$ cat config.mk
export PLATFORM = sky130hd
export DESIGN_NAME = lagc_regs
export DESIGN_NICKNAME = d
export VERILOG_FILES = /design/src/lagc_pkg.sv /design/src/lagc_regs.sv
export SDC_FILE = /design/constraint.sdc
export NUM_CORES = 1
export LEC_CHECK = 0
export BUFFER_PORTS_ARGS = -buffer_cell sky130_fd_sc_hd__buf_2
export CORE_ASPECT_RATIO = 0.9
export CORE_UTILIZATION = 50
export DETAILED_ROUTE_END_ITERATION = 16
export HOLD_SLACK_MARGIN = 0.15
export PLACE_DENSITY = 0.8
export SLEW_MARGIN = 40
export SYNTH_ARGS = -nofsm -noshare
export SYNTH_HDL_FRONTEND = slang
export SYNTH_SLANG_ARGS = --single-unit
$ cat constraint.sdc
create_clock -name sys_clk -period 3.78 [get_ports sys_clk]
set_clock_uncertainty 0.2 [all_clocks]
set_input_delay 0.756 -clock sys_clk [delete_from_list [all_inputs] [get_ports sys_clk]]
set_output_delay 0.756 -clock sys_clk [all_outputs]
set_load 0.01 [all_outputs]
$ cat src/lagc_pkg.sv
package lagc_pkg;
   // Register indices; byte address is four times the index
   localparam logic [7:0] LAGC_IDX_CTRL_A = 8'h56;
   localparam logic [7:0] LAGC_IDX_CTRL_B = 8'h57;
   localparam logic [7:0] LAGC_IDX_MAX_GAIN = 8'h58;
   localparam logic [7:0] LAGC_IDX_ATTACK = 8'h59;
   localparam int LAGC_ADDR_W = 12;
   localparam logic [11:0] LAGC_ADDR_CTRL_A = {2'h0, LAGC_IDX_CTRL_A, 2'h0};
   localparam logic [11:0] LAGC_ADDR_CTRL_B = {2'h0, LAGC_IDX_CTRL_B, 2'h0};
   localparam logic [11:0] LAGC_ADDR_MAX_GAIN = {2'h0, LAGC_IDX_MAX_GAIN, 2'h0};
   localparam logic [11:0] LAGC_ADDR_ATTACK = {2'h0, LAGC_IDX_ATTACK, 2'h0};
   // Field positions
   localparam int LAGC_EN_BIT = 7;
   localparam int LAGC_TGT_LSB = 4;
   localparam int LAGC_GHYS_LSB = 0;
   localparam int LAGC_HYS_LSB = 6;
   localparam int LAGC_NTH_LSB = 1;
   localparam int LAGC_MAXG_LSB = 0;
   localparam int LAGC_ATK_LSB = 3;
   localparam int LAGC_ASC_LSB = 0;
   // Writable masks; all other bits are reserved and read zero
   localparam logic [7:0] LAGC_MASK_CTRL_A = 8'hf3;
   localparam logic [7:0] LAGC_MASK_CTRL_B = 8'hfe;
   localparam logic [7:0] LAGC_MASK_MAX_GAIN = 8'h7f;
   localparam logic [7:0] LAGC_MASK_ATTACK = 8'hff;
   // Reset values
   localparam logic [7:0] LAGC_RST_CTRL_A = 8'h00;
   localparam logic [7:0] LAGC_RST_CTRL_B = 8'h00;
   localparam logic [7:0] LAGC_RST_MAX_GAIN = 8'h7f;
   localparam logic [7:0] LAGC_RST_ATTACK = 8'h00;
   // Decoded figures, in tenths of dB, half-dB steps or word clocks
   localparam logic [6:0] LAGC_MAXG_TOP = 7'h74;
   localparam logic [9:0] LAGC_NTH_BASE = 10'h12c;
   localparam logic [9:0] LAGC_NTH_STEP = 10'h014;
   localparam logic [17:0] LAGC_ATK_UNIT = 18'h00020;
   // AXI responses
   localparam logic [1:0] LAGC_RESP_OKAY = 2'h0;
   localparam logic [1:0] LAGC_RESP_SLVERR = 2'h2;
endpackage

$ cat src/lagc_regs.sv
// Behaviour
// - Bit 7 of control A enables the left gain loop, and it resets to off.
// - Target codes 0 to 4 select -5.5, -8.0, -10.0, -12.0 and -14.0 dBFS.
// - Target codes 5, 6 and 7 select -17.0, -20.0 and -24.0 dBFS.
// - Gain hysteresis codes give off, 0.5, 1.0 and 1.5 dB.
// - Control B bits 7-6 give 1.0, 2.0, 4.0 dB hysteresis, code 3 is off.
// - Noise threshold zero is off, else -30 dB falling 2 dB per code.
// - Maximum gain is 0.5 dB per code up to 58.0 dB, resetting to all ones.
// - Maximum gain codes above the top step still cap at 58.0 dB.
// - Base attack time is (2N+1) times 32 word clocks for code N.
// - Attack scale code K gives a factor of two to the power K.
// - Reserved bits read zero and writes to them are dropped.
`timescale 1ns/10ps
`default_nettype none
module lagc_regs (
   input  wire logic                              sys_clk,
   input  wire logic                              nrst,
   input  wire logic [lagc_pkg::LAGC_ADDR_W-1:0]  s_axi_awaddr,
   input  wire logic                              s_axi_awvalid,
   output logic                                   s_axi_awready,
   input  wire logic [31:0]                       s_axi_wdata,
   input  wire logic [3:0]                        s_axi_wstrb,
   input  wire logic                              s_axi_wvalid,
   output logic                                   s_axi_wready,
   output logic [1:0]                             s_axi_bresp,
   output logic                                   s_axi_bvalid,
   input  wire logic                              s_axi_bready,
   input  wire logic [lagc_pkg::LAGC_ADDR_W-1:0]  s_axi_araddr,
   input  wire logic                              s_axi_arvalid,
   output logic                                   s_axi_arready,
   output logic [31:0]                            s_axi_rdata,
   output logic [1:0]                             s_axi_rresp,
   output logic                                   s_axi_rvalid,
   input  wire logic                              s_axi_rready,
   output logic                                   agc_enable,
   output logic [8:0]                             target_level_tenth_db,
   output logic [4:0]                             gain_hyst_tenth_db,
   output logic [5:0]                             hyst_tenth_db,
   output logic                                   noise_gate_on,
   output logic [9:0]                             noise_thresh_tenth_db,
   output logic [6:0]                             max_gain_half_db,
   output logic [17:0]                            attack_base_wclk,
   output logic [7:0]                             attack_scale,
   output logic [17:0]                            attack_eff_wclk
);
   import lagc_pkg::*;

   logic [7:0]             ctrl_a_reg;
   logic [7:0]             ctrl_b_reg;
   logic [7:0]             max_gain_reg;
   logic [7:0]             attack_reg;
   logic                   aw_held_reg;
   logic                   w_held_reg;
   logic [LAGC_ADDR_W-1:0] awaddr_reg;
   logic [7:0]             wdata_reg;
   logic                   wstrb0_reg;
   logic                   bvalid_reg;
   logic [1:0]             bresp_reg;
   logic                   rvalid_reg;
   logic [1:0]             rresp_reg;
   logic [31:0]            rdata_reg;
   logic                   enable_reg;
   logic [8:0]             target_reg;
   logic [4:0]             ghys_reg;
   logic [5:0]             hys_reg;
   logic                   ngate_reg;
   logic [9:0]             nthr_reg;
   logic [6:0]             maxg_reg;
   logic [17:0]            atk_base_reg;
   logic [7:0]             atk_scale_reg;
   logic [17:0]            atk_eff_reg;

   // Write channel: address and data may arrive in either order
   wire                   aw_fire = s_axi_awvalid & s_axi_awready;
   wire                   w_fire = s_axi_wvalid & s_axi_wready;
   wire                   aw_have = aw_held_reg | aw_fire;
   wire                   w_have = w_held_reg | w_fire;
   wire                   do_write = aw_have & w_have & ~bvalid_reg;
   wire [LAGC_ADDR_W-1:0] wr_addr = aw_held_reg ? awaddr_reg : s_axi_awaddr;
   wire [7:0]             wr_byte = w_held_reg ? wdata_reg : s_axi_wdata[7:0];
   wire                   wr_lane0 = w_held_reg ? wstrb0_reg : s_axi_wstrb[0];
   wire                   wr_sel_a = wr_addr == LAGC_ADDR_CTRL_A;
   wire                   wr_sel_b = wr_addr == LAGC_ADDR_CTRL_B;
   wire                   wr_sel_m = wr_addr == LAGC_ADDR_MAX_GAIN;
   wire                   wr_sel_t = wr_addr == LAGC_ADDR_ATTACK;
   wire                   wr_hit = wr_sel_a | wr_sel_b | wr_sel_m | wr_sel_t;
   wire                   wr_en = do_write & wr_lane0;

   assign s_axi_awready = ~aw_held_reg & ~bvalid_reg;
   assign s_axi_wready = ~w_held_reg & ~bvalid_reg;
   assign s_axi_bvalid = bvalid_reg;
   assign s_axi_bresp = bresp_reg;

   // Reserved bits are masked on the way in, so they always read zero
   wire [7:0] ctrl_a_next = wr_en & wr_sel_a ? wr_byte & LAGC_MASK_CTRL_A
                                             : ctrl_a_reg;
   wire [7:0] ctrl_b_next = wr_en & wr_sel_b ? wr_byte & LAGC_MASK_CTRL_B
                                             : ctrl_b_reg;
   wire [7:0] max_gain_next = wr_en & wr_sel_m
                              ? wr_byte & LAGC_MASK_MAX_GAIN
                              : max_gain_reg;
   wire [7:0] attack_next = wr_en & wr_sel_t ? wr_byte & LAGC_MASK_ATTACK
                                             : attack_reg;

   always_ff @(posedge sys_clk) begin
      if (!nrst) begin
         ctrl_a_reg <= LAGC_RST_CTRL_A;
         ctrl_b_reg <= LAGC_RST_CTRL_B;
         max_gain_reg <= LAGC_RST_MAX_GAIN;
         attack_reg <= LAGC_RST_ATTACK;
      end else begin
         ctrl_a_reg <= ctrl_a_next;
         ctrl_b_reg <= ctrl_b_next;
         max_gain_reg <= max_gain_next;
         attack_reg <= attack_next;
      end
   end

   always_ff @(posedge sys_clk) begin
      if (!nrst) begin
         aw_held_reg <= 1'b0;
         w_held_reg <= 1'b0;
         awaddr_reg <= '0;
         wdata_reg <= 8'h00;
         wstrb0_reg <= 1'b0;
      end else begin
         aw_held_reg <= aw_have & ~do_write;
         w_held_reg <= w_have & ~do_write;
         if (aw_fire) begin
            awaddr_reg <= s_axi_awaddr;
         end
         if (w_fire) begin
            wdata_reg <= s_axi_wdata[7:0];
            wstrb0_reg <= s_axi_wstrb[0];
         end
      end
   end

   always_ff @(posedge sys_clk) begin
      if (!nrst) begin
         bvalid_reg <= 1'b0;
         bresp_reg <= LAGC_RESP_OKAY;
      end else if (do_write) begin
         bvalid_reg <= 1'b1;
         bresp_reg <= wr_hit ? LAGC_RESP_OKAY : LAGC_RESP_SLVERR;
      end else if (s_axi_bready) begin
         bvalid_reg <= 1'b0;
      end
   end

   // Read channel: one read in flight, answered one cycle after acceptance
   wire       ar_fire = s_axi_arvalid & s_axi_arready;
   wire       rd_sel_a = s_axi_araddr == LAGC_ADDR_CTRL_A;
   wire       rd_sel_b = s_axi_araddr == LAGC_ADDR_CTRL_B;
   wire       rd_sel_m = s_axi_araddr == LAGC_ADDR_MAX_GAIN;
   wire       rd_sel_t = s_axi_araddr == LAGC_ADDR_ATTACK;
   wire       rd_hit = rd_sel_a | rd_sel_b | rd_sel_m | rd_sel_t;
   wire [7:0] rd_byte = ({8{rd_sel_a}} & ctrl_a_reg)
                      | ({8{rd_sel_b}} & ctrl_b_reg)
                      | ({8{rd_sel_m}} & max_gain_reg)
                      | ({8{rd_sel_t}} & attack_reg);

   assign s_axi_arready = ~rvalid_reg;
   assign s_axi_rvalid = rvalid_reg;
   assign s_axi_rdata = rdata_reg;
   assign s_axi_rresp = rresp_reg;

   always_ff @(posedge sys_clk) begin
      if (!nrst) begin
         rvalid_reg <= 1'b0;
         rresp_reg <= LAGC_RESP_OKAY;
         rdata_reg <= 32'h00000000;
      end else if (ar_fire) begin
         rvalid_reg <= 1'b1;
         rresp_reg <= rd_hit ? LAGC_RESP_OKAY : LAGC_RESP_SLVERR;
         rdata_reg <= {24'h000000, rd_byte};
      end else if (s_axi_rready) begin
         rvalid_reg <= 1'b0;
      end
   end

   // Field decode into units the gain loop consumes
   wire [2:0] tgt_code = ctrl_a_reg[LAGC_TGT_LSB +: 3];
   wire [1:0] ghys_code = ctrl_a_reg[LAGC_GHYS_LSB +: 2];
   wire [1:0] hys_code = ctrl_b_reg[LAGC_HYS_LSB +: 2];
   wire [4:0] nth_code = ctrl_b_reg[LAGC_NTH_LSB +: 5];
   wire [6:0] maxg_code = max_gain_reg[LAGC_MAXG_LSB +: 7];
   wire [4:0] atk_code = attack_reg[LAGC_ATK_LSB +: 5];
   wire [2:0] asc_code = attack_reg[LAGC_ASC_LSB +: 3];

   logic [8:0] target_next;
   always_comb begin
      unique case (tgt_code)
         3'h0: target_next = 9'h037;
         3'h1: target_next = 9'h050;
         3'h2: target_next = 9'h064;
         3'h3: target_next = 9'h078;
         3'h4: target_next = 9'h08c;
         // Upper codes taken in ascending order of attenuation
         3'h5: target_next = 9'h0aa;
         3'h6: target_next = 9'h0c8;
         3'h7: target_next = 9'h0f0;
      endcase
   end

   wire [4:0]  ghys_next = 5'(ghys_code) * 5'h05;
   wire [5:0]  hys_next = hys_code == 2'h3 ? 6'h00
                        : 6'(6'h0a << hys_code);
   wire        ngate_next = nth_code != 5'h00;
   wire [9:0]  nthr_next = ngate_next
                           ? 10'(LAGC_NTH_BASE
                                 + LAGC_NTH_STEP * 10'(nth_code - 5'h01))
                           : 10'h000;
   // Over-range codes clamp rather than wrap, so a stray write is harmless
   wire [6:0]  maxg_next = maxg_code > LAGC_MAXG_TOP ? LAGC_MAXG_TOP
                                                     : maxg_code;
   wire [17:0] atk_base_next = 18'({atk_code, 1'b1}) * LAGC_ATK_UNIT;
   wire [7:0]  atk_scale_next = 8'(8'h01 << asc_code);
   // Largest product is 63*32*128, which fits eighteen bits
   wire [17:0] atk_eff_next = 18'(atk_base_next << asc_code);

   always_ff @(posedge sys_clk) begin
      if (!nrst) begin
         enable_reg <= 1'b0;
         target_reg <= 9'h000;
         ghys_reg <= 5'h00;
         hys_reg <= 6'h00;
         ngate_reg <= 1'b0;
         nthr_reg <= 10'h000;
         maxg_reg <= 7'h00;
         atk_base_reg <= 18'h00000;
         atk_scale_reg <= 8'h00;
         atk_eff_reg <= 18'h00000;
      end else begin
         enable_reg <= ctrl_a_reg[LAGC_EN_BIT];
         target_reg <= target_next;
         ghys_reg <= ghys_next;
         hys_reg <= hys_next;
         ngate_reg <= ngate_next;
         nthr_reg <= nthr_next;
         maxg_reg <= maxg_next;
         atk_base_reg <= atk_base_next;
         atk_scale_reg <= atk_scale_next;
         atk_eff_reg <= atk_eff_next;
      end
   end

   assign agc_enable = enable_reg;
   assign target_level_tenth_db = target_reg;
   assign gain_hyst_tenth_db = ghys_reg;
   assign hyst_tenth_db = hys_reg;
   assign noise_gate_on = ngate_reg;
   assign noise_thresh_tenth_db = nthr_reg;
   assign max_gain_half_db = maxg_reg;
   assign attack_base_wclk = atk_base_reg;
   assign attack_scale = atk_scale_reg;
   assign attack_eff_wclk = atk_eff_reg;

   enable_follow_a: assert property (@(posedge sys_clk)
      disable iff (!nrst) agc_enable == $past(ctrl_a_reg[LAGC_EN_BIT]))
      else $error("Enable output does not follow control bit");

   enable_reset_a: assert property (@(posedge sys_clk)
      $rose(nrst) |-> !agc_enable)
      else $error("Enable not off after reset");

   // Decoded outputs hold reset zeros for one edge, so code checks skip it
   target_low_a: assert property (@(posedge sys_clk)
      disable iff (!nrst) $past(nrst) && $past(tgt_code) == 3'h0
      |-> target_level_tenth_db == 9'h037)
      else $error("Target code zero not at -5.5 dBFS");

   target_mid_a: assert property (@(posedge sys_clk)
      disable iff (!nrst) $past(tgt_code) == 3'h4
      |-> target_level_tenth_db == 9'h08c)
      else $error("Target code four not at -14.0 dBFS");

   target_high_a: assert property (@(posedge sys_clk)
      disable iff (!nrst) $past(tgt_code) == 3'h7
      |-> target_level_tenth_db == 9'h0f0)
      else $error("Top target code not at -24.0 dBFS");

   gain_hyst_a: assert property (@(posedge sys_clk)
      disable iff (!nrst) $past(ghys_code) == 2'h3
      |-> gain_hyst_tenth_db == 5'h0f)
      else $error("Gain hysteresis code three not 1.5 dB");

   gain_hyst_off_a: assert property (@(posedge sys_clk)
      disable iff (!nrst) $past(ghys_code) == 2'h0
      |-> gain_hyst_tenth_db == 5'h00)
      else $error("Gain hysteresis code zero not off");

   hyst_off_a: assert property (@(posedge sys_clk)
      disable iff (!nrst) $past(nrst)
      |-> ($past(hys_code) == 2'h3) == (hyst_tenth_db == 6'h00))
      else $error("Hysteresis disable mismatch");

   noise_gate_a: assert property (@(posedge sys_clk)
      disable iff (!nrst) $past(nth_code) == 5'h1f
      |-> noise_gate_on && noise_thresh_tenth_db == 10'h384)
      else $error("Noise threshold code 31 not -90 dB");

   noise_off_a: assert property (@(posedge sys_clk)
      disable iff (!nrst) $past(nth_code) == 5'h00
      |-> !noise_gate_on && noise_thresh_tenth_db == 10'h000)
      else $error("Noise gate not off at code zero");

   max_pass_a: assert property (@(posedge sys_clk)
      disable iff (!nrst) $past(nrst) && $past(maxg_code) <= LAGC_MAXG_TOP
      |-> max_gain_half_db == $past(maxg_code))
      else $error("Maximum gain code not passed through");

   max_over_a: assert property (@(posedge sys_clk)
      disable iff (!nrst) $past(nrst) && $past(maxg_code) > LAGC_MAXG_TOP
      |-> max_gain_half_db == LAGC_MAXG_TOP)
      else $error("Over-range maximum gain code not held at 58 dB");

   max_clamp_a: assert property (@(posedge sys_clk)
      disable iff (!nrst) max_gain_half_db <= LAGC_MAXG_TOP)
      else $error("Maximum gain exceeds 58 dB");

   max_reset_a: assert property (@(posedge sys_clk)
      !nrst |=> max_gain_reg == LAGC_RST_MAX_GAIN
                && ctrl_a_reg == LAGC_RST_CTRL_A)
      else $error("Reset values wrong");

   reserved_zero_a: assert property (@(posedge sys_clk)
      disable iff (!nrst)
      ctrl_a_reg[3:2] == 2'h0 && !ctrl_b_reg[0] && !max_gain_reg[7])
      else $error("Reserved bit set");

   rdata_upper_a: assert property (@(posedge sys_clk)
      disable iff (!nrst) s_axi_rdata[31:8] == 24'h000000)
      else $error("Read data upper bits not zero");

   attack_eff_a: assert property (@(posedge sys_clk)
      disable iff (!nrst)
      attack_eff_wclk == 18'(attack_base_wclk * attack_scale))
      else $error("Effective attack time not base times scale");

   attack_base_a: assert property (@(posedge sys_clk)
      disable iff (!nrst) $past(atk_code) == 5'h1f
      |-> attack_base_wclk == 18'h007e0)
      else $error("Attack code 31 not 63 times 32");

   attack_min_a: assert property (@(posedge sys_clk)
      disable iff (!nrst) $past(nrst) && $past(atk_code) == 5'h00
      |-> attack_base_wclk == LAGC_ATK_UNIT)
      else $error("Attack code zero not 32 word clocks");

   attack_scale_a: assert property (@(posedge sys_clk)
      disable iff (!nrst) $past(asc_code) == 3'h7
      |-> attack_scale == 8'h80)
      else $error("Scale code seven not 128");

   write_resp_a: assert property (@(posedge sys_clk)
      disable iff (!nrst)
      do_write |=> s_axi_bvalid && !s_axi_awready && !s_axi_wready)
      else $error("Write response not raised after write");

   read_resp_a: assert property (@(posedge sys_clk)
      disable iff (!nrst) ar_fire |=> s_axi_rvalid && !s_axi_arready)
      else $error("Read response not raised after read");

endmodule
`default_nettype wire

=== Yosys cells after proc, flatten, opt, wreduce, memory -nomap -nowiden ===
Memories as Yosys holds them, arrays and structs flattened. A register that Yosys moved wholly into a read port is not among the register bits.
Cells that the tools add are included.

* Flip-flop bits (word level): 148
* ROM bits: 64
* Input port bits: 67
* Logic and storage cells: 97
* Memories kept: 1

{| class="wikitable"
|+ Memories
! name !! depth !! bits a word !! read ports !! clocked after Yosys merged registers in !! wr ports !! line !! text
|-
| (no name shown) || 8 || 8 || 1 || 1 || 0 || lagc_regs.sv:193 || <nowiki>unique case (tgt_code)</nowiki>
|}

* $add $sub $neg: 2
* Multiply operators: 2
* $lt $le $gt $ge: 1
* Equality and inequality tests: 9
* Shifts and indexed selects: 3
* Mux-type cells: 11
* Bitwise logic cells: 35
* Reductions and logical operators: 7

{| class="wikitable"
|+ Operators by type and width
! kind !! number
|-
| 12-bit by 9-bit equality test with 1-bit output (second input constant) || 8
|-
| 8-bit AND || 3
|-
| 8-bit bitwise OR || 3
|-
| 11-bit by 3-bit << shifter with 18-bit output || 1
|-
| 1-bit AND || 14
|-
| 12-bit two-way mux || 1
|-
| 9-bit by 10-bit adder with 10-bit output (first input constant) || 1
|-
| 3-bit by 10-bit multiplier with 8-bit output (first input constant) || 1
|-
| 8-bit by 7-bit AND with 8-bit output || 1
|-
| 8-bit two-way mux || 1
|-
| 1-bit bitwise OR || 8
|-
| 1-bit by 3-bit << shifter with 8-bit output (first input constant) || 1
|-
| 7-bit greater-than comparator (second input constant) || 1
|-
| 7-bit two-way mux || 1
|-
| 6-bit two-way mux || 1
|-
| 1-bit NOT || 6
|-
| 4-bit by 2-bit << shifter with 6-bit output (first input constant) || 1
|-
| 5-bit by 1-bit subtractor with 6-bit output (second input constant) || 1
|-
| 2-bit by 3-bit multiplier with 5-bit output (second input constant) || 1
|-
| 1-bit two-way mux || 5
|-
| 5-bit nonzero test || 1
|-
| 2-bit two-way mux || 2
|-
| 2-bit nonzero test || 2
|-
| 2-bit OR reduction || 2
|-
| other kinds (3) || 3
|}

=== Depth between registers and ports, before layout ===
Gate-level depths: netlist of the first run.

* Word-level depth: 8
* Gate-level depth with buffers: 10
* Depth with buffers taken out: 10

=== Worst setup path before layout of the first run ===
OpenSTA, ideal clock, no wires.

* Path type: reg2reg
* Start point: reg ctrl_b_reg[1]
* End point: reg nthr_reg[9], in the netlist noise_thresh_tenth_db[9]
* Library setup time: 0.121 ns
* Data arrival time: 2.674 ns
* Required time: 3.459 ns
* Setup slack: 0.786 ns
* Cell stages (with the launch flop): 11
* Path buffers: 0
* Clock period less this slack: 2.994 ns
* Cell sequence: dfxtp_1 > inv_1 > ha_1 > inv_1 > ha_1 > ha_1 > fa_1 > and3_1 > or3_1 > and3_1 > mux2_2

* Word-level cells in the longest chain between the ends: 3

{| class="wikitable"
|+ Ends and longest elaborated chain
! what !! line !! text
|-
| start: declaration || lagc_regs.sv:49 || <nowiki>logic [7:0] ctrl_b_reg;</nowiki>
|-
| start signal: assignment || lagc_regs.sv:113 || <nowiki>ctrl_b_reg <= ctrl_b_next;</nowiki>
|-
| 5-bit by 1-bit subtractor with 6-bit output || lagc_regs.sv:212 || <nowiki>+ LAGC_NTH_STEP * 10'(nth_code - 5'h01))</nowiki>
|-
| 3-bit by 10-bit multiplier with 8-bit output || lagc_regs.sv:212 ||
|-
| 9-bit by 10-bit adder with 10-bit output || lagc_regs.sv:212 ||
|-
| end signal: assignment || lagc_regs.sv:240 || <nowiki>nthr_reg <= nthr_next;</nowiki>
|-
| end: declaration || lagc_regs.sv:67 || <nowiki>logic [9:0] nthr_reg;</nowiki>
|}

Several ways; a longest one is shown, not always the timed one.
A chain may end at the register's enable or synchronous reset.

=== Worst setup path in the final report of the first run ===
Same ends and word-level chain as after synthesis.

==> results.py, run 1 <==
metrics = {
    "run_status": {
        "status": "complete, no violations",
    },
    "yosys": {
        "syn_avg_cell_area_um2": 9.103,
        "synth_warnings": 0,
        "ys_ff_latch": 121,
        "synth_top_area_share_pct": 45.80,
        "yosys-top-cells-area": "dfxtp_1, mux2i_1, buf_4",
        "ys_types": 55,
        "ys_seq_area_share_pct": 45.80,
        "synth_flop_cell": "dfxtp_1",
        "synth_cells": 581,
        "netlist_area_um2": 5289,
        "async_flop_share_pct": 0,
        "yosysTopAreaCell": "dfxtp_1",
        "synth_edf_count": 0,
    },
    "floorplanning": {
        "dieArea_um2": 10990,
        "fp.dieH_um": 99.57,
        "start_util_pct": 51.61,
        "rows": 35,
        "coreArea_um2": 10250,
        "die_w_um": 110.4,
        "ios": 191,
    },
    "setup_path": {
        "cp.arrival_ns": 3.36,
        "required_ns": 3.88,
        "crit_fanout": 7,
        "path_class": "reg -> reg",
        "startpoint_type": "flip-flop",
        "end_kind": "flip-flop",
    },
    "route": {
        "wl_mm": 11.80,
        "dr.pass1.iters": 5,
        "dr.first_iter.drc_count": 300,
        "route.detailed.drc": 0,
        "routed_via_density": 5.156,
        "ant_nets": 0,
        "wl_per_cell_um": 14.25,
        "vias": 4269,
    },
    "worst_hold_path": {
        "hold_path.class": "reg -> reg",
    },
    "sta": {
        "finalCritPeriodShare_pct": 86.22,
        "hold_violations": 0,
        "period_needed_ns": 3.259,
        "fin_tns_setup_ns": 0,
        "tightest_slew_ns": 0.7763,
        "slew-limit-headroom_pct": 48.17,
        "rsz0062_at_grt": "no",
        "slew_violations": 0,
        "finalSetupViolCount": 0,
        "clock.fmax_mhz": 306.8,
    },
    "pwr": {
        "p_per_area_nw_per_um2": 499.9,
        "total_leakage_power_nw": 3.089,
        "vdd_drop_max_mv": 0.3030,
    },
    "global_route": {
        "grt_pass1_vias": 4013,
        "antenna_found_initial": 0,
        "grt_use_total_pct": 21.65,
        "grt_pass1_wl_mm": 18.86,
        "grt_max_degree": 46,
        "gr-total-overflow": 0,
    },
    "cts": {
        "numCtsBuffers": 17,
        "cts_setup_buffers": 0,
        "clock_path_buffers": 2,
        "clock_sinks": 121,
        "clkLatencyLatePin_ns": 0.41,
        "cts-resized-gates": 0,
        "root_buffer": "clkbuf_16",
        "cts_tree": "yes",
        "htree_levels": 4,
        "postCtsHoldBufs": 0,
        "clk_pin_slew_ns": 0.06,
    },
    "final_layout": {
        "fin_nets": 765,
        "num-fill-cells": 859,
        "area_delta_synth_final_pct": 19.66,
        "antennaDiodeCount": 0,
        "final_cell_area_um2": 6329,
        "drive_above_1_share_pct": 24.61,
    },
    "placed_design": {
        "gp_congestion": 0.8150,
        "dpl-instance-area_um2": 5725,
        "io_buffers": 115,
        "dp_hpwl_mm": 8.316,
    },
    "flow_run": {
        "maxCapViolCount": 0,
    },
}
-- metal layers --
layer	GRT usage [%]	vias to the layer above	wire length, µm
met2	36.88	165	5729
met1	26.59	2009	5168
li1	-	2076	-
met3	4.814	19	686
met5	0	-	0
met4	9.026	0	218
-- kinds of logic (layout without fill, tap and decap cells) --
kind of cell | count (synthesis) | count (layout) | share of synthesized area [%]
buf+inv | 99 | 170 | 10.72
other cells | 1 | 48 | 0.07090
flops | 121 | 121 | 45.80
xor+xnor | 8 | 8 | 1.325
compound gates | 80 | 80 | 9.628
simple gates | 205 | 205 | 18.74
fa+ha+maj | 12 | 12 | 2.981
mux | 55 | 55 | 10.74
-- per-stage QoR --
stage	power [mW]	hold WS (ns)	utilization [%]	setup WS [ns]	std cells
final	3.164	0.2567	61.76	0.5209	828
after global routing	3.262	0.2771	61.76	0.4152	828
after CTS	3.171	0.2542	61.76	0.5167	828
after detailed placement	1.575	0.2462	55.87	0.5640	796
after global placement	1.566	0.2381	55.87	0.6676	796
after floorplan	1.543	0.2185	-	0.7857	628
-- layout make-up --
cell class | instances | area [µm²] | share of cell area, %
clock buffer | 25 | 515.5 | 8.146
clock inverter | 7 | 87.58 | 1.384
inverter | 22 | 82.58 | 1.305
multi-input combinational | 408 | 2476 | 39.13
sequential | 121 | 2422 | 38.28
tap | 129 | 161.4 | 2.550
timing repair buffer | 116 | 583.1 | 9.213
-- placed cells by master, fill, tap and decap left out, drive strengths merged, types with 3 or more instances in the layout --
cell type,instances
a2bb2oi,3
mux2,14
nand2b,12
or3,3
dfxtp,121
and3,6
inv,22
nand2,81
buf,116
xor2,4
nand4,6
or3b,3
a21oi,32
o21ai,14
o22ai,10
mux2i,41
and2,6
ha,11
xnor2,4
or4b,3
nor2,55
nor2b,5
clkbuf,25
clkinv,4
nor3,11
conb,48
a22oi,5
-- final timing paths --
kind	start	to	slack (ns)	cells past startpoint
max	ctrl_b_reg[1]$_SDFFE_PN0P_	noise_thresh_tenth_db[9]$_SDFF_PN0_	0.52	10
min	awaddr_reg[6]$_SDFFE_PN0P_	awaddr_reg[6]$_SDFFE_PN0P_	0.26	2
max reg2reg	ctrl_b_reg[1]$_SDFFE_PN0P_	noise_thresh_tenth_db[9]$_SDFF_PN0_	0.52	10
min reg2reg	awaddr_reg[6]$_SDFFE_PN0P_	awaddr_reg[6]$_SDFFE_PN0P_	0.26	2
-- power by group --
| group | leakage (nW) | switching [mW] | internal (mW) |
|---|---|---|---|
| Clock | 0.299 | 0.541 | 1.07 |
| Combinational | 1.81 | 0.139 | 0.0795 |
| Sequential | 0.985 | 0.0243 | 1.31 |
| Total | 3.09 | 0.704 | 2.46 |
-- synth_stat cells (2+ instances only) --
cell       instances
mux2_2            13
nor3_1            11
o21ai_0           13
buf_4             52
or4b_2             3
a22oi_1            5
xnor2_1            4
a2bb2oi_1          3
inv_1             21
nor2_1            55
and2_1             6
or3_1              3
nor2b_1            5
clkbuf_1          21
and3_1             6
nand3b_1           2
buf_1              4
or4bb_1            2
xor2_1             4
nor4_1             2
a21boi_0           2
dfxtp_1          121
nand2_1           81
a211oi_1           2
a21o_1             2
a21oi_1           32
nand3_1            2
ha_1              11
mux2i_1           41
nand4_1            3
o21bai_1           2
nand4_2            3
o22ai_1            9
nand2b_1          12
or3b_2             3
-- worst max-delay path, stage by stage (launching register included) --
cell	delay, ns
dfxtp_1	0.45
inv_1	0.15
ha_1	0.36
inv_1	0.07
ha_1	0.28
ha_1	0.24
fa_1	0.41
and3_1	0.21
or3_1	0.35
and3_1	0.18
mux2_2	0.26
Note: power is estimated with default switching activity, not from simulation.
==> run 2: changes to the inputs <==
--- a/config.mk
+++ b/config.mk
@@ -10,6 +10,7 @@
 export CORE_UTILIZATION = 50
 export DETAILED_ROUTE_END_ITERATION = 16
 export HOLD_SLACK_MARGIN = 0.15
+export MAX_ROUTING_LAYER = met4
 export PLACE_DENSITY = 0.8
 export SLEW_MARGIN = 40
 export SYNTH_ARGS = -nofsm -noshare
==> results.py, run 2 (synthesis results as in run 1) <==
metrics = {
    "floorplanning": {
        "fp.dieH_um": 99.57,
        "ios": 191,
        "rows": 35,
        "coreArea_um2": 10250,
        "die_w_um": 110.4,
        "dieArea_um2": 10990,
        "start_util_pct": 51.61,
    },
    "setup_path": {
        "r2r_end": "noise_thresh_tenth_db[9]$_SDFF_PN0_",
        "required_ns": 3.87,
        "path_class": "reg -> reg",
        "cp.arrival_ns": 3.35,
        "r2r_start": "ctrl_b_reg[1]$_SDFFE_PN0P_",
        "end_kind": "flip-flop",
        "crit_fanout": 7,
        "startpoint_type": "flip-flop",
        "reg2reg_depth": 10,
        "reg2reg_slack_ns": 0.52,
    },
    "placed_design": {
        "io_buffers": 115,
        "pre_cts_ws_ns": 0.5640,
        "dp_hpwl_mm": 8.316,
        "gp_congestion": 0.8271,
    },
    "route": {
        "routed.top_layer": "met4",
        "ant_nets": 0,
        "routed_via_density": 5.139,
        "wl_met1_mm": 5.107,
        "wl_mm": 11.80,
        "wl_per_cell_um": 14.25,
        "dr.pass1.iters": 4,
        "route.detailed.drc": 0,
        "dr.first_iter.drc_count": 355,
        "vias": 4255,
        "routed-wl-met2_mm": 5.714,
        "wl_met3_um": 783,
    },
    "pwr": {
        "swShare_pct": 22.21,
        "p_seq_share_pct": 42.2,
        "pwr-share-clk_pct": 50.9,
        "p_switching_uw": 702.4,
        "vdd_drop_max_mv": 0.3016,
        "finalPower_mw": 3.162,
        "total_leakage_power_nw": 3.089,
        "p_int_mw": 2.460,
        "combPwrFrac_pct": 6.9,
        "p_per_area_nw_per_um2": 499.7,
    },
    "final_layout": {
        "drive_above_1_share_pct": 24.61,
        "final_common_cell": "dfxtp_1",
        "area_delta_synth_final_pct": 19.66,
        "antennaDiodeCount": 0,
        "fin_util_pct": 61.76,
        "fin_nets": 765,
        "mostFrequentLayoutCells": "dfxtp_1, buf_2, nand2_1",
    },
    "global_route": {
        "grt_use_total_pct": 22.22,
        "grt_max_degree": 46,
        "grt_pass1_wl_mm": 18.83,
        "grt_pass1_vias": 4022,
        "gr-total-overflow": 0,
        "antenna_found_initial": 0,
    },
    "worst_hold_path": {
        "hold_end": "awaddr_reg[6]$_SDFFE_PN0P_",
        "holdPathStages": 2,
        "hold_path.class": "reg -> reg",
        "worstHoldStart": "awaddr_reg[6]$_SDFFE_PN0P_",
    },
    "sta": {
        "hold_violations": 0,
        "clock.fmax_mhz": 306.7,
        "finalCritPeriodShare_pct": 86.25,
        "timing.final.ws_setup_ns": 0.5198,
        "finalSetupViolCount": 0,
        "slew_violations": 0,
        "fin_tns_setup_ns": 0,
        "slew-limit-headroom_pct": 48.06,
        "tightest_slew_ns": 0.7779,
        "rsz0062_at_grt": "no",
        "period_needed_ns": 3.260,
    },
    "flow_run": {
        "maxCapViolCount": 0,
    },
    "cts": {
        "cts_setup_buffers": 0,
        "clkLatencyLatePin_ns": 0.41,
        "clk_pin_slew_ns": 0.06,
        "clock_sinks": 121,
        "cts-resized-gates": 0,
        "numCtsBuffers": 17,
        "htree_levels": 4,
        "cts_tree": "yes",
        "postCtsHoldBufs": 0,
        "clock_path_buffers": 2,
        "root_buffer": "clkbuf_16",
    },
    "run_status": {
        "status": "complete, no violations",
    },
}
run 2: worst max-delay path by stage:
| stage | start | end | slack [ns] | cells after the start |
|---|---|---|---|---|
| floorplan | ctrl_b_reg[1]$_SDFFE_PN0P_ | noise_thresh_tenth_db[9]$_SDFF_PN0_ | 0.79 | 10 |
| detailed placement | ctrl_b_reg[1]$_SDFFE_PN0P_ | noise_thresh_tenth_db[9]$_SDFF_PN0_ | 0.56 | 10 |
| global placement | ctrl_b_reg[1]$_SDFFE_PN0P_ | noise_thresh_tenth_db[9]$_SDFF_PN0_ | 0.67 | 10 |
| CTS | ctrl_b_reg[1]$_SDFFE_PN0P_ | noise_thresh_tenth_db[9]$_SDFF_PN0_ | 0.52 | 10 |
| finish | ctrl_b_reg[1]$_SDFFE_PN0P_ | noise_thresh_tenth_db[9]$_SDFF_PN0_ | 0.52 | 10 |
| global route | ctrl_b_reg[1]$_SDFFE_PN0P_ | noise_thresh_tenth_db[9]$_SDFF_PN0_ | 0.42 | 10 |
run 2: cell type report:
type	instances	area, µm²
Fill cell	859	3919
Multi-Input combinational cell	408	2476
Sequential cell	121	2422
Timing Repair Buffer	116	583.1
Clock buffer	25	515.5
Tap cell	129	161.4
Clock inverter	7	87.58
Inverter	22	82.58
run 2: worst max-delay path, stage by stage (launching register included):
cell     delay, ns
dfxtp_1       0.45
inv_1         0.14
ha_1          0.36
inv_1         0.07
ha_1          0.28
ha_1          0.24
fa_1          0.41
and3_1        0.21
or3_1         0.35
and3_1        0.18
mux2_2        0.26
run 2: per-layer routing:
metal	vias to the layer above	track usage (%)
met5	-	-
met4	0	8.103
met3	22	5.119
met2	177	37.03
met1	1978	26.36
li1	2078	-
run 2: power groups by stage:
stage / Clock, mW / Sequential, mW / Combinational [mW]
2_1_floorplan: 0 / 1.36 / 0.186
6_report: 1.61 / 1.33 / 0.218
3_5_place_dp: 0 / 1.36 / 0.214
4_1_cts: 1.62 / 1.33 / 0.217
5_1_grt: 1.68 / 1.34 / 0.241
3_3_place_gp: 0 / 1.36 / 0.208
run 2: metrics by stage:
stage	std cells	instance area (µm²)	hold WS [ns]
after global placement	796	5725	0.2381
after detailed placement	796	5725	0.2462
final	828	6329	0.2556
after global routing	828	6329	0.2770
after floorplan	628	5465	0.2185
after CTS	828	6329	0.2542
